File: src/nau_pkg.sv
package nau_pkg;
  localparam int NAU_ACC_W = 4;
  localparam int NAU_PTR_W = 7;
  localparam int NAU_ROW_W = 3;
  localparam int NAU_DIG_W = 4;
  localparam int NAU_IP_W = 11;
  localparam int NAU_OP_W = 8;

  localparam logic [7:0] NAU_OP_SUM_CARRY = 8'h30;
  localparam logic [7:0] NAU_OP_ADD = 8'h31;
  localparam logic [7:0] NAU_OP_ADD_TEN = 8'h4A;
  localparam logic [3:0] NAU_OP_IMM_HI = 4'h5;
  localparam logic [7:0] NAU_OP_INV_SUM = 8'h10;
  localparam logic [7:0] NAU_OP_CLEAR_ACC = 8'h00;
  localparam logic [7:0] NAU_OP_COMPLEMENT = 8'h40;
  localparam logic [7:0] NAU_OP_XOR = 8'h02;
  localparam logic [7:0] NAU_OP_CARRY_CLEAR = 8'h32;
  localparam logic [7:0] NAU_OP_CARRY_SET = 8'h22;

  localparam logic [3:0] NAU_TEN = 4'hA;
  localparam logic [3:0] NAU_ACC_RST = 4'h0;
  localparam logic NAU_CARRY_RST = 1'b0;
  localparam logic [6:0] NAU_PTR_RST = 7'h00;
  localparam logic [10:0] NAU_IP_RST = 11'h000;
  localparam logic [10:0] NAU_IP_STEP = 11'h001;

  typedef enum logic [3:0] {
    NAU_SEL_NONE = 4'h0,
    NAU_SEL_SUM_CARRY = 4'h1,
    NAU_SEL_ADD = 4'h2,
    NAU_SEL_ADD_TEN = 4'h3,
    NAU_SEL_IMM = 4'h4,
    NAU_SEL_INV_SUM = 4'h5,
    NAU_SEL_CLEAR_ACC = 4'h6,
    NAU_SEL_COMPLEMENT = 4'h7,
    NAU_SEL_XOR = 4'h8,
    NAU_SEL_CARRY_CLEAR = 4'h9,
    NAU_SEL_CARRY_SET = 4'hA
  } nau_sel_e;
endpackage

File: src/nau_alu_if.sv
`timescale 1ns/10ps
interface nau_alu_if;
  import nau_pkg::*;
  nau_sel_e sel;
  logic [NAU_ACC_W-1:0] acc;
  logic carry;
  logic [NAU_ACC_W-1:0] mem;
  logic [NAU_ACC_W-1:0] imm;
  logic [NAU_ACC_W-1:0] result;
  logic carry_out;
  logic acc_we;
  logic carry_we;
  logic skip;

  modport core (output sel, acc, carry, mem, imm, input result, carry_out, acc_we, carry_we, skip);
  modport alu (input sel, acc, carry, mem, imm, output result, carry_out, acc_we, carry_we, skip);
endinterface // nau_alu_if

File: src/nau_alu.sv
`timescale 1ns/10ps
module nau_alu (
  nau_alu_if.alu a
);
  import nau_pkg::*;

  logic [NAU_ACC_W-1:0] op_x;
  logic [NAU_ACC_W-1:0] op_y;
  logic cin;
  logic [NAU_ACC_W:0] sum;

  always_comb begin
    op_x = a.acc;
    op_y = a.mem;
    cin = 1'b0;
    case (a.sel)
      NAU_SEL_SUM_CARRY: cin = a.carry;
      NAU_SEL_ADD_TEN: op_y = NAU_TEN;
      NAU_SEL_IMM: op_y = a.imm;
      NAU_SEL_INV_SUM: begin
        op_x = ~a.acc;
        cin = a.carry;
      end
      default: ;
    endcase
  end

  assign sum = {1'b0, op_x} + {1'b0, op_y} + {{NAU_ACC_W{1'b0}}, cin};

  always_comb begin
    a.result = sum[NAU_ACC_W-1:0];
    a.carry_out = sum[NAU_ACC_W];
    a.acc_we = 1'b1;
    a.carry_we = 1'b0;
    a.skip = 1'b0;
    case (a.sel)
      NAU_SEL_SUM_CARRY: begin
        a.carry_we = 1'b1;
        a.skip = sum[NAU_ACC_W];
      end
      NAU_SEL_ADD: ;
      NAU_SEL_ADD_TEN: ;
      NAU_SEL_IMM: a.skip = sum[NAU_ACC_W] && (a.imm != 4'h0);
      NAU_SEL_INV_SUM: begin
        a.carry_we = 1'b1;
        a.skip = sum[NAU_ACC_W];
      end
      NAU_SEL_CLEAR_ACC: a.result = NAU_ACC_RST;
      NAU_SEL_COMPLEMENT: a.result = ~a.acc;
      NAU_SEL_XOR: a.result = a.acc ^ a.mem;
      NAU_SEL_CARRY_CLEAR: begin
        a.acc_we = 1'b0;
        a.carry_we = 1'b1;
        a.carry_out = 1'b0;
      end
      NAU_SEL_CARRY_SET: begin
        a.acc_we = 1'b0;
        a.carry_we = 1'b1;
        a.carry_out = 1'b1;
      end
      default: a.acc_we = 1'b0;
    endcase
  end
endmodule // nau_alu

File: src/nau_top.sv
`timescale 1ns/10ps
// Notes on behaviour
// - 30h: A+C+M, carry out, skip
// - 31h: A+M into A, no skip
// - 5yh: A+y, skip on carry unless y=0
// - 10h: ~A+M+C, carry out, skip
// - 40h: complement A, no skip
// - 02h: A xor M, no skip
// - One-bit carry; 32h clears, 22h sets
// - Four-bit A and pointed RAM operand
// - Seven-bit pointer: row 3, digit 4
// - Eleven-bit instruction pointer
// - Immediate is opcode low nibble
module nau_top (
  input wire logic clk_sys,
  input wire logic rst,
  input wire logic op_valid,
  input wire logic [nau_pkg::NAU_OP_W-1:0] opcode,
  input wire logic [nau_pkg::NAU_ACC_W-1:0] ram_rdata,
  input wire logic ptr_load,
  input wire logic [nau_pkg::NAU_PTR_W-1:0] ptr_value,
  input wire logic ip_load,
  input wire logic [nau_pkg::NAU_IP_W-1:0] ip_value,
  output logic [nau_pkg::NAU_ROW_W-1:0] row_select_bits,
  output logic [nau_pkg::NAU_DIG_W-1:0] digit_select_bits,
  output logic [nau_pkg::NAU_IP_W-1:0] instr_pointer,
  output logic [nau_pkg::NAU_ACC_W-1:0] acc,
  output logic carry,
  output logic skip_req
);
  import nau_pkg::*;

  logic [NAU_ACC_W-1:0] acc_q;
  logic [NAU_ACC_W-1:0] acc_d;
  logic carry_q;
  logic carry_d;
  logic [NAU_PTR_W-1:0] ptr_q;
  logic [NAU_IP_W-1:0] ip_q;
  logic skip_q;
  logic skip_d;
  wire execute;
  wire is_imm;
  nau_sel_e sel;

  nau_alu_if alu_bus();

  nau_alu u_alu (
    .a(alu_bus.alu)
  );

  assign execute = op_valid && !skip_q;
  assign is_imm = (opcode[7:4] == NAU_OP_IMM_HI);

  assign sel = !execute ? NAU_SEL_NONE :
               is_imm ? NAU_SEL_IMM :
               (opcode == NAU_OP_SUM_CARRY) ? NAU_SEL_SUM_CARRY :
               (opcode == NAU_OP_ADD) ? NAU_SEL_ADD :
               (opcode == NAU_OP_ADD_TEN) ? NAU_SEL_ADD_TEN :
               (opcode == NAU_OP_INV_SUM) ? NAU_SEL_INV_SUM :
               (opcode == NAU_OP_CLEAR_ACC) ? NAU_SEL_CLEAR_ACC :
               (opcode == NAU_OP_COMPLEMENT) ? NAU_SEL_COMPLEMENT :
               (opcode == NAU_OP_XOR) ? NAU_SEL_XOR :
               (opcode == NAU_OP_CARRY_CLEAR) ? NAU_SEL_CARRY_CLEAR :
               (opcode == NAU_OP_CARRY_SET) ? NAU_SEL_CARRY_SET : NAU_SEL_NONE;

  assign alu_bus.sel = sel;
  assign alu_bus.acc = acc_q;
  assign alu_bus.carry = carry_q;
  assign alu_bus.mem = ram_rdata;
  assign alu_bus.imm = opcode[3:0];

  assign acc_d = alu_bus.acc_we ? alu_bus.result : acc_q;
  assign carry_d = alu_bus.carry_we ? alu_bus.carry_out : carry_q;
  // Held until the squashed instruction arrives
  assign skip_d = op_valid ? (execute && alu_bus.skip) : skip_q;

  always_ff @(posedge clk_sys or posedge rst) begin
    if (rst) begin
      acc_q <= NAU_ACC_RST;
      carry_q <= NAU_CARRY_RST;
      skip_q <= 1'b0;
    end else begin
      acc_q <= acc_d;
      carry_q <= carry_d;
      skip_q <= skip_d;
    end
  end

  always_ff @(posedge clk_sys or posedge rst) begin
    if (rst) begin
      ptr_q <= NAU_PTR_RST;
    end else if (ptr_load) begin
      ptr_q <= ptr_value;
    end
  end

  always_ff @(posedge clk_sys or posedge rst) begin
    if (rst) begin
      ip_q <= NAU_IP_RST;
    end else if (ip_load) begin
      ip_q <= ip_value;
    end else if (op_valid) begin
      ip_q <= ip_q + NAU_IP_STEP;
    end
  end

  assign row_select_bits = ptr_q[NAU_PTR_W-1:NAU_DIG_W];
  assign digit_select_bits = ptr_q[NAU_DIG_W-1:0];
  assign instr_pointer = ip_q;
  assign acc = acc_q;
  assign carry = carry_q;
  assign skip_req = skip_q;

  wire [NAU_ACC_W:0] chk_sum = {1'b0, acc_q} + {1'b0, ram_rdata} + {4'h0, carry_q};
  wire [NAU_ACC_W:0] chk_inv = {1'b0, ~acc_q} + {1'b0, ram_rdata} + {4'h0, carry_q};
  wire [NAU_ACC_W:0] chk_imm = {1'b0, acc_q} + {1'b0, opcode[3:0]};

  property p_sum_carry;
    @(posedge clk_sys) disable iff (rst)
    (execute && opcode == NAU_OP_SUM_CARRY) |=>
      acc_q == $past(chk_sum[3:0]) && carry_q == $past(chk_sum[4]) && skip_q == $past(chk_sum[4]);
  endproperty
  a_sum_carry: assert property (p_sum_carry) else $error("sum with carry wrong");

  property p_add;
    @(posedge clk_sys) disable iff (rst)
    (execute && opcode == NAU_OP_ADD) |=>
      acc_q == $past(acc_q) + $past(ram_rdata) && !skip_q && carry_q == $past(carry_q);
  endproperty
  a_add: assert property (p_add) else $error("plain add wrong");

  property p_imm;
    @(posedge clk_sys) disable iff (rst)
    (execute && is_imm) |=>
      acc_q == $past(chk_imm[3:0]) && carry_q == $past(carry_q) &&
      skip_q == ($past(chk_imm[4]) && $past(opcode[3:0]) != 4'h0);
  endproperty
  a_imm: assert property (p_imm) else $error("immediate add wrong");

  property p_inv;
    @(posedge clk_sys) disable iff (rst)
    (execute && opcode == NAU_OP_INV_SUM) |=>
      acc_q == $past(chk_inv[3:0]) && carry_q == $past(chk_inv[4]) && skip_q == $past(chk_inv[4]);
  endproperty
  a_inv: assert property (p_inv) else $error("inverted sum wrong");

  property p_comp;
    @(posedge clk_sys) disable iff (rst)
    (execute && opcode == NAU_OP_COMPLEMENT) |=> acc_q == ~$past(acc_q) && !skip_q;
  endproperty
  a_comp: assert property (p_comp) else $error("complement wrong");

  property p_xor;
    @(posedge clk_sys) disable iff (rst)
    (execute && opcode == NAU_OP_XOR) |=> acc_q == ($past(acc_q) ^ $past(ram_rdata)) && !skip_q;
  endproperty
  a_xor: assert property (p_xor) else $error("xor wrong");

  property p_carry_ops;
    @(posedge clk_sys) disable iff (rst)
    (execute && (opcode == NAU_OP_CARRY_SET || opcode == NAU_OP_CARRY_CLEAR)) |=>
      carry_q == ($past(opcode) == NAU_OP_CARRY_SET) && acc_q == $past(acc_q) && !skip_q;
  endproperty
  a_carry_ops: assert property (p_carry_ops) else $error("carry set or clear wrong");

  property p_squash;
    @(posedge clk_sys) disable iff (rst)
    (skip_q && op_valid) |=> !skip_q && acc_q == $past(acc_q) && carry_q == $past(carry_q);
  endproperty
  a_squash: assert property (p_squash) else $error("skipped instruction executed");

  property p_ip_step;
    @(posedge clk_sys) disable iff (rst)
    (op_valid && !ip_load) |=> ip_q == $past(ip_q) + NAU_IP_STEP;
  endproperty
  a_ip_step: assert property (p_ip_step) else $error("instruction pointer step wrong");

  property p_ptr;
    @(posedge clk_sys) disable iff (rst)
    ptr_load |=> {row_select_bits, digit_select_bits} == $past(ptr_value);
  endproperty
  a_ptr: assert property (p_ptr) else $error("pointer load wrong");

  property p_add_ten;
    @(posedge clk_sys) disable iff (rst)
    (execute && opcode == NAU_OP_ADD_TEN) |=>
      acc_q == $past(acc_q) + NAU_TEN && carry_q == $past(carry_q) && !skip_q;
  endproperty
  a_add_ten: assert property (p_add_ten) else $error("add ten wrong");

  property p_clear_acc;
    @(posedge clk_sys) disable iff (rst)
    (execute && opcode == NAU_OP_CLEAR_ACC) |=>
      acc_q == NAU_ACC_RST && carry_q == $past(carry_q) && !skip_q;
  endproperty
  a_clear_acc: assert property (p_clear_acc) else $error("clear accumulator wrong");

  // Load must win over the increment
  property p_ip_load;
    @(posedge clk_sys) disable iff (rst)
    ip_load |=> instr_pointer == $past(ip_value);
  endproperty
  a_ip_load: assert property (p_ip_load) else $error("instruction pointer load wrong");

  property p_idle;
    @(posedge clk_sys) disable iff (rst)
    !op_valid |=> acc_q == $past(acc_q) && carry_q == $past(carry_q) && skip_q == $past(skip_q);
  endproperty
  a_idle: assert property (p_idle) else $error("state changed with no instruction");

  c_skip_sum: cover property (@(posedge clk_sys) disable iff (rst)
    execute && opcode == NAU_OP_SUM_CARRY ##1 skip_q ##[1:3] op_valid);
  c_imm_zero: cover property (@(posedge clk_sys) disable iff (rst) execute && opcode == 8'h50);
  c_inv_carry: cover property (@(posedge clk_sys) disable iff (rst)
    execute && opcode == NAU_OP_INV_SUM && chk_inv[4]);
  c_set_then_clear: cover property (@(posedge clk_sys) disable iff (rst)
    execute && opcode == NAU_OP_CARRY_SET ##[1:4] execute && opcode == NAU_OP_CARRY_CLEAR);
  c_squash_burst: cover property (@(posedge clk_sys) disable iff (rst)
    skip_q && op_valid ##1 execute);
endmodule // nau_top

File: config.mk
export PLATFORM = sky130hd
export DESIGN_NAME = nau_top
export DESIGN_NICKNAME = d
export VERILOG_FILES = /design/src/nau_pkg.sv /design/src/nau_alu_if.sv /design/src/nau_alu.sv /design/src/nau_top.sv
export SDC_FILE = /design/constraint.sdc
export NUM_CORES = 1
export LEC_CHECK = 0
export BUFFER_PORTS_ARGS = -buffer_cell sky130_fd_sc_hd__buf_2
export CORE_ASPECT_RATIO = 0.9
export CORE_MARGIN = 2
export CORE_UTILIZATION = 30
export CTS_BUF_LIST = sky130_fd_sc_hd__clkbuf_8 sky130_fd_sc_hd__clkbuf_16
export DETAILED_ROUTE_END_ITERATION = 10
export GPL_TIMING_DRIVEN = 0
export RECOVER_POWER = 50
export SLEW_MARGIN = 40
export SYNTH_ARGS = -nofsm -noshare
export SYNTH_HDL_FRONTEND = slang
export SYNTH_SLANG_ARGS = --single-unit
File: constraint.sdc
create_clock -name clk_sys -period 6.13 [get_ports clk_sys]
set_input_delay 0.9195 -clock clk_sys [delete_from_list [all_inputs] [get_ports clk_sys]]
set_output_delay 0.9195 -clock clk_sys [all_outputs]
set_load 0.01 [all_outputs]
Word level (Yosys, flattened, before mapping)
Cells that the tools add are included.
{ "op_classes": {"add_sub_neg": 3, "n_eq_ne": 19, "muxes": 21, "bitwise": 2, "n_reduce_logical": 10} }
{ "ops": {"columns": ["op", "count"], "rows": [
  ["$mux W4", 12],
  ["$eq A8 B6 Y1 const B", 4],
  ["$mux W11", 2],
  ["$eq A4 B3 Y1 const B", 5],
  ["$eq A8 B7 Y1 const B", 2],
  ["$eq A4 B4 Y1 const B", 3],
  ["$pmux W4 S3", 1],
  ["$add A11 B1 Y11 const B", 1],
  ["$eq A4 B2 Y1 const B", 2],
  ["$eq A8 B2 Y1 const B", 1],
  ["$eq A8 B5 Y1 const B", 1],
  ["$logic_not A8 Y1", 1],
  ["$pmux W4 S2", 1],
  ["$reduce_or A8 Y1", 1],
  ["$add A4 B4 Y5", 1],
  ["$add A5 B1 Y5", 1],
  ["$eq A4 B1 Y1 const B", 1],
  ["$not A4 Y4", 1],
  ["$pmux W1 S2", 2],
  ["$reduce_bool A4 Y1", 1],
  ["$reduce_or A4 Y1", 1],
  ["$xor A4 B4 Y4", 1],
  ["$logic_and A1 B1 Y1", 3],
  ["$mux W1", 3],
  ["3 further kinds", 3]
]} }
{ "word_totals": {"regBits": 24, "in_bits": 35, "out_inout_bits": 24, "word_cells": 60} }

Longest topological paths before layout
{ "depth": {"ltp_word": 19, "depth_mapped": 15, "depth_no_buf": 14} }

By module
Synthesis repeated with hierarchy kept, for this count alone.
{ "unflattened": {"cells_unflattened": 201, "hier_area_um2": 1855.5} }
{ "by_module_without_submodules": {"columns": ["mod", "n_inst", "cells_per_inst", "area_each_um2", "seq_area_each_um2"], "rows": [
  ["nau_top", 1, 124, 1295.0, 600.6],
  ["nau_alu", 1, 77, 560.5, 0.0]
]} }

Least setup slack after synthesis
No wires, ideal clock.
{ "synth_timing": {"path_type": "input port to flip-flop", "start": "input opcode[4] (netlist bit)", "end": "register carry_q, in the netlist carry", "setup_time_ps": 121, "t_arrival_ps": 4011, "required_ps": 6009, "setup_slack_ps": 1998, "stages": 14, "n_path_buf": 1, "path_cell_list": "clkbuf_1 -> or4_4 -> or3b_4 -> o31ai_2 -> o211ai_1 -> nor2_1 -> nand2_1 -> xnor2_1 -> fa_1 -> fa_1 -> a21o_1 -> a21oi_1 -> nor2_1 -> o22a_1"} }
{ "synth_via": {"elab_chain_len": 17, "word_cells_on_any_way": 36, "classes_between": "add/sub (2); eq/ne (15); mux (16); reduce/logical (3)"} }
{ "synth_rtl": {"columns": ["item", "line", "text"], "rows": [
  ["from (decl)", "nau_top.sv:18", "input wire logic [nau_pkg::NAU_OP_W-1:0] opcode,"],
  ["$eq A8 B6 Y1", "nau_top.sv:64", "(opcode == NAU_OP_CARRY_SET) ? NAU_SEL_CARRY_SET : NAU_SEL_NONE;"],
  ["$mux W4", "nau_top.sv:64", null],
  ["$mux W4", "nau_top.sv:63", "(opcode == NAU_OP_CARRY_CLEAR) ? NAU_SEL_CARRY_CLEAR :"],
  ["$mux W4", "nau_top.sv:62", "(opcode == NAU_OP_XOR) ? NAU_SEL_XOR :"],
  ["$mux W4", "nau_top.sv:61", "(opcode == NAU_OP_COMPLEMENT) ? NAU_SEL_COMPLEMENT :"],
  ["$mux W4", "nau_top.sv:60", "(opcode == NAU_OP_CLEAR_ACC) ? NAU_SEL_CLEAR_ACC :"],
  ["$mux W4", "nau_top.sv:59", "(opcode == NAU_OP_INV_SUM) ? NAU_SEL_INV_SUM :"],
  ["$mux W4", "nau_top.sv:58", "(opcode == NAU_OP_ADD_TEN) ? NAU_SEL_ADD_TEN :"],
  ["$mux W4", "nau_top.sv:57", "(opcode == NAU_OP_ADD) ? NAU_SEL_ADD :"],
  ["$mux W4", "nau_top.sv:56", "(opcode == NAU_OP_SUM_CARRY) ? NAU_SEL_SUM_CARRY :"],
  ["$mux W4 (*)", "nau_top.sv:55", "is_imm ? NAU_SEL_IMM :"],
  ["$mux W4 (*)", "nau_top.sv:54", "assign sel = !execute ? NAU_SEL_NONE :"],
  ["$eq A4 B3 Y1, or another cell as far along", "nau_alu.sv:16", "case (a.sel)"],
  ["$pmux W4 S2, or another cell as far along", "nau_alu.sv:16", null],
  ["$add A4 B4 Y5 / $mux W1 (equally long branches)", "nau_alu.sv:28, nau_alu.sv:16", null],
  ["$add A5 B1 Y5", "nau_alu.sv:28", "assign sum = {1'b0, op_x} + {1'b0, op_y} + {{NAU_ACC_W{1'b0}}, cin};"],
  ["$pmux W1 S2", "nau_alu.sv:36", "case (a.sel)"],
  ["to (signal assigned)", "nau_top.sv:84", "carry_q <= carry_d;"],
  ["to (decl)", "nau_top.sv:35", "logic carry_q;"]
]} }
Every way passes the cells marked *; elsewhere a longest branch is shown, timed or not.
A chain may end at the register's enable or synchronous reset.

Final worst setup path
{ "layout_timing": {"start": "input opcode[7] (netlist bit)", "end": "register carry_q, in the netlist carry"} }
Same word-level chain as after synthesis.

==> PnR_summary.wiki <==
{| class="wikitable"
! Metric !! Value
|-
| FF-to-FF path depth || 12
|-
| Most crowded layer after global routing || met2
|-
| Longest Clk Path Bufs || 2
|-
| Startpoint-to-endpoint class of the critical path || in -> reg
|-
| Cells on Worst Hold Path || 1
|-
| Fmax || 233 MHz
|-
| Number of nets produced by synthesis || 235
|-
| Area growth, synth to finish || 23.0%
|-
| Number of remaining DRC errors || 0
|-
| Status || finished clean
|-
| Crit path max fanout || 6
|-
| Worst setup slack after placement || 1.60 ns
|-
| RSZ-0062 raised after global routing || false
|-
| Min-delay worst type || reg -> reg
|-
| Met3 routing resource usage after global routing || 2.58%
|-
| Synthesis-stage register bit count || 24
|-
| CP endpoint kind || flop
|-
| Flop-to-flop setup slack || 2.65 ns
|-
| DR pass1 iterations || 4
|-
| Fin nets || 295
|-
| Inserted Clock Buffers || 3
|-
| Commonest register cell after synthesis || sky130_fd_sc_hd__dfrtp_1
|-
| Hold buffer count at CTS || 0
|-
| Worst rel slew slack || 38.2%
|-
| # resized after CTS || 0
|-
| Vias per cell || 5.11
|-
| Setup TNS || 0 ns
|-
| Routed wirelength normalized by instance count || 13.5 um
|-
| Hold-critical path endpoint || ptr_q[4]
|-
| Start of the worst register-to-register path || skip_req
|-
| Clock transition at the registers of the reported paths || 0.08 ns
|-
| CP startpoint kind || input pin
|-
| Post-Route WL || 4350 um
|-
| Pin count of the biggest net entering global routing || 25
|-
| Global-route wire length before repair || 7450 um
|-
| Area of the core || 5690 um^2
|-
| Met1 usage in global routing || 20.2%
|-
| Hold path startpoint || ptr_q[4]
|-
| Crit share post-route || 69.9%
|-
| Via count of the first global-routing pass || 1585
|-
| Aggregate global-route resource usage || 13.9%
|-
| Clock latency on the worst-skew pair || 0.26 ns
|-
| Setup Fix Bufs, Post-CTS || 0
|-
| HPWL after DPL || 3510 um
|-
| Slack of the critical path || 1.85 ns
|-
| Row count || 26
|-
| Synthesized area per cell || 9.11 um^2
|-
| Gate count of the mapped netlist || 194
|-
| Count of buffers inserted at the top-level ports || 55
|-
| CTS H-tree depth || 1
|-
| Required time at the worst-slack endpoint || 6.28 ns
|-
| Total count of hold-check failures in the final report || 0
|-
| Die Outline Area || 6520 um^2
|-
| Die Span X || 84.9 um
|-
| Total vias in the final route || 1645
|-
| Share of post-route cells with drive strength above 1 || 28.6%
|-
| Async set-or-reset flop fraction in the synthesized netlist || 100%
|-
| Synth top area cells || sky130_fd_sc_hd__dfrtp_1, sky130_fd_sc_hd__xor2_1, sky130_fd_sc_hd__mux2_2
|-
| Grt met2 use || 22.0%
|-
| Final worst hold slack || 0.509 ns
|-
| Synth unique cells || 50
|-
| Worst vdd rail ir drop || 144 uV
|-
| Starting density of the core || 31.1%
|-
| Share of the synthesized area in the top cell type || 34.0%
|-
| Number of top-level design ports || 59
|-
| Worst clock skew on the final layout || 0.00624 ns
|-
| Number of antenna violations at the first check in global routing || 0
|-
| Die Y-Extent || 76.8 um
|-
| PD cells || 238 nW/um^2
|-
| Arrival time worst endpoint || 4.44 ns
|-
| Worst slew pin tran || 0.926 ns
|-
| Count of antenna diodes in the layout || 0
|-
| Minimum period implied by the final worst setup slack || 4.28 ns
|-
| Static leakage || 0.997 nW
|-
| Sequential share of the synthesized area || 34.0%
|-
| Cell area after synthesis || 1770 um^2
|-
| Number of pins exceeding their max-slew limit in the final report || 0
|-
| Library cell with the largest summed area after synthesis || sky130_fd_sc_hd__dfrtp_1
|-
| Overall overflow remaining after global route || 0
|-
| Clock tree root buffer cell || sky130_fd_sc_hd__clkbuf_8
|-
| Warning count from the yosys run || 0
|-
| Number of DRC violations after detailed-routing iteration 0 || 104
|-
| Max Cap Violations || 0
|-
| Core occupancy in the finished layout || 38.2%
|-
| Setup-failing EPs final || 0
|-
| Placer Congestion || 0.875
|-
| Clk sinks || 24
|-
| Remaining antenna violation count after routing || 0
|-
| Crit Reg-Reg Endpoint || carry
|-
| Total power || 0.000517 W
|-
| Number of flops mapped to enable cells by yosys || 0
|-
| Clock tree from TritonCTS || done
|}
## layout by cell type (no fill, tap or decap), drive strengths merged, types with 3 or more instances in the layout
| master | count |
|---|---|
| buf | 54 |
| dfrtp | 24 |
| nand2 | 21 |
| nor2 | 15 |
| o21ai | 15 |
| xor2 | 11 |
| clkbuf | 11 |
| a21oi | 8 |
| mux2 | 8 |
| nand4 | 7 |
| xnor2 | 7 |
| a22o | 6 |
| nand2b | 5 |
| nand3 | 5 |
| a21o | 5 |
| and3 | 4 |
| ha | 4 |
| inv | 3 |
| mux2i | 3 |
| o211ai | 3 |
## state kept, by name, indices dropped and copies added, names as in the netlist
| signal | flops |
|---|---|
| acc | 4 |
| ptr_q | 7 |
| carry | 1 |
| instr_pointer | 11 |
| skip_req | 1 |
## metrics by stage
| stage | cell area [um^2] | std cells |
|---|---|---|
| floorplan | 1770 | 194 |
| global placement | 2130 | 319 |
| detailed placement | 2130 | 319 |
| CTS | 2170 | 322 |
| global route | 2170 | 322 |
| finish | 2170 | 322 |
## logic make-up (layout without fill, tap and decap cells)
group	count (synthesis)	in the layout	synth area share, %
flops	24	24	34.0
fa+ha+maj	6	6	5.10
compound gates	54	54	21.7
mux	11	11	7.01
simple gates	71	71	21.1
xor+xnor	18	18	8.92
buf+inv	10	68	2.19
## routing by layer
metal / share of wire, % / vias up
met5: 0 / -
met4: 0.62 / 0
met3: 4.9 / 2
met2: 44 / 44
met1: 51 / 770
li1: - / 829
## critical path: stages
cell and delay (ns):
sky130_fd_sc_hd__buf_2 0.14, sky130_fd_sc_hd__or4_4 0.55, sky130_fd_sc_hd__or3b_4 0.41, sky130_fd_sc_hd__o31ai_2 0.10, sky130_fd_sc_hd__o211ai_1 0.17, sky130_fd_sc_hd__nor2_1 0.20, sky130_fd_sc_hd__nand2_1 0.21, sky130_fd_sc_hd__xnor2_1 0.20
sky130_fd_sc_hd__fa_1 0.46, sky130_fd_sc_hd__fa_1 0.41, sky130_fd_sc_hd__a21o_1 0.19, sky130_fd_sc_hd__a21oi_1 0.24, sky130_fd_sc_hd__nor2_1 0.07, sky130_fd_sc_hd__o22a_1 0.17
## synth_stat cells (2+ instances only)
library cell	instances
sky130_fd_sc_hd__nand2_1	21
sky130_fd_sc_hd__nand4_1	7
sky130_fd_sc_hd__nor2_1	14
sky130_fd_sc_hd__o32a_1	2
sky130_fd_sc_hd__nand3_1	5
sky130_fd_sc_hd__dfrtp_1	24
sky130_fd_sc_hd__and3_1	4
sky130_fd_sc_hd__ha_1	4
sky130_fd_sc_hd__or2_1	2
sky130_fd_sc_hd__a21oi_1	8
sky130_fd_sc_hd__o211ai_1	3
sky130_fd_sc_hd__a31oi_1	2
sky130_fd_sc_hd__xor2_1	11
sky130_fd_sc_hd__mux2i_1	3
sky130_fd_sc_hd__fa_1	2
sky130_fd_sc_hd__nand2b_1	5
sky130_fd_sc_hd__xnor2_1	7
sky130_fd_sc_hd__a22o_1	5
sky130_fd_sc_hd__a211o_1	2
sky130_fd_sc_hd__a211oi_1	2
sky130_fd_sc_hd__a21o_1	5
sky130_fd_sc_hd__and2_1	2
sky130_fd_sc_hd__mux2_2	7
sky130_fd_sc_hd__inv_1	3
sky130_fd_sc_hd__o22ai_1	2
sky130_fd_sc_hd__clkbuf_1	5
sky130_fd_sc_hd__o21ai_0	14
## worst max path at each step
stage	end	depth (start not counted)	startpoint
floorplan	carry	14	opcode[4]
global placement	carry	14	opcode[7]
detailed placement	carry	14	opcode[7]
CTS	carry	14	opcode[7]
global route	carry	15	opcode[1]
finish	carry	14	opcode[7]
## layout make-up
type	instances	area, um^2
Multi-Input combinational cell	160	1130
Timing Repair Buffer	55	273
Clock buffer	3	41.3
Sequential cell	24	601
Tap cell	70	87.6
Fill cell	601	3520
Inverter	3	11.3
Buffer	7	27.5
## report_power, final
| group | switching, W | leakage (nW) | total [W] | internal, W |
|---|---|---|---|---|
| combinational | 0.000102 | 0.686 | 0.000206 | 0.000104 |
| sequential | 0.0000325 | 0.289 | 0.000219 | 0.000187 |
| clock | 0.0000477 | 0.0216 | 0.0000916 | 0.0000439 |
| total | 0.000183 | 0.997 | 0.000517 | 0.000334 |
Note: power is estimated with default switching activity, not from simulation.
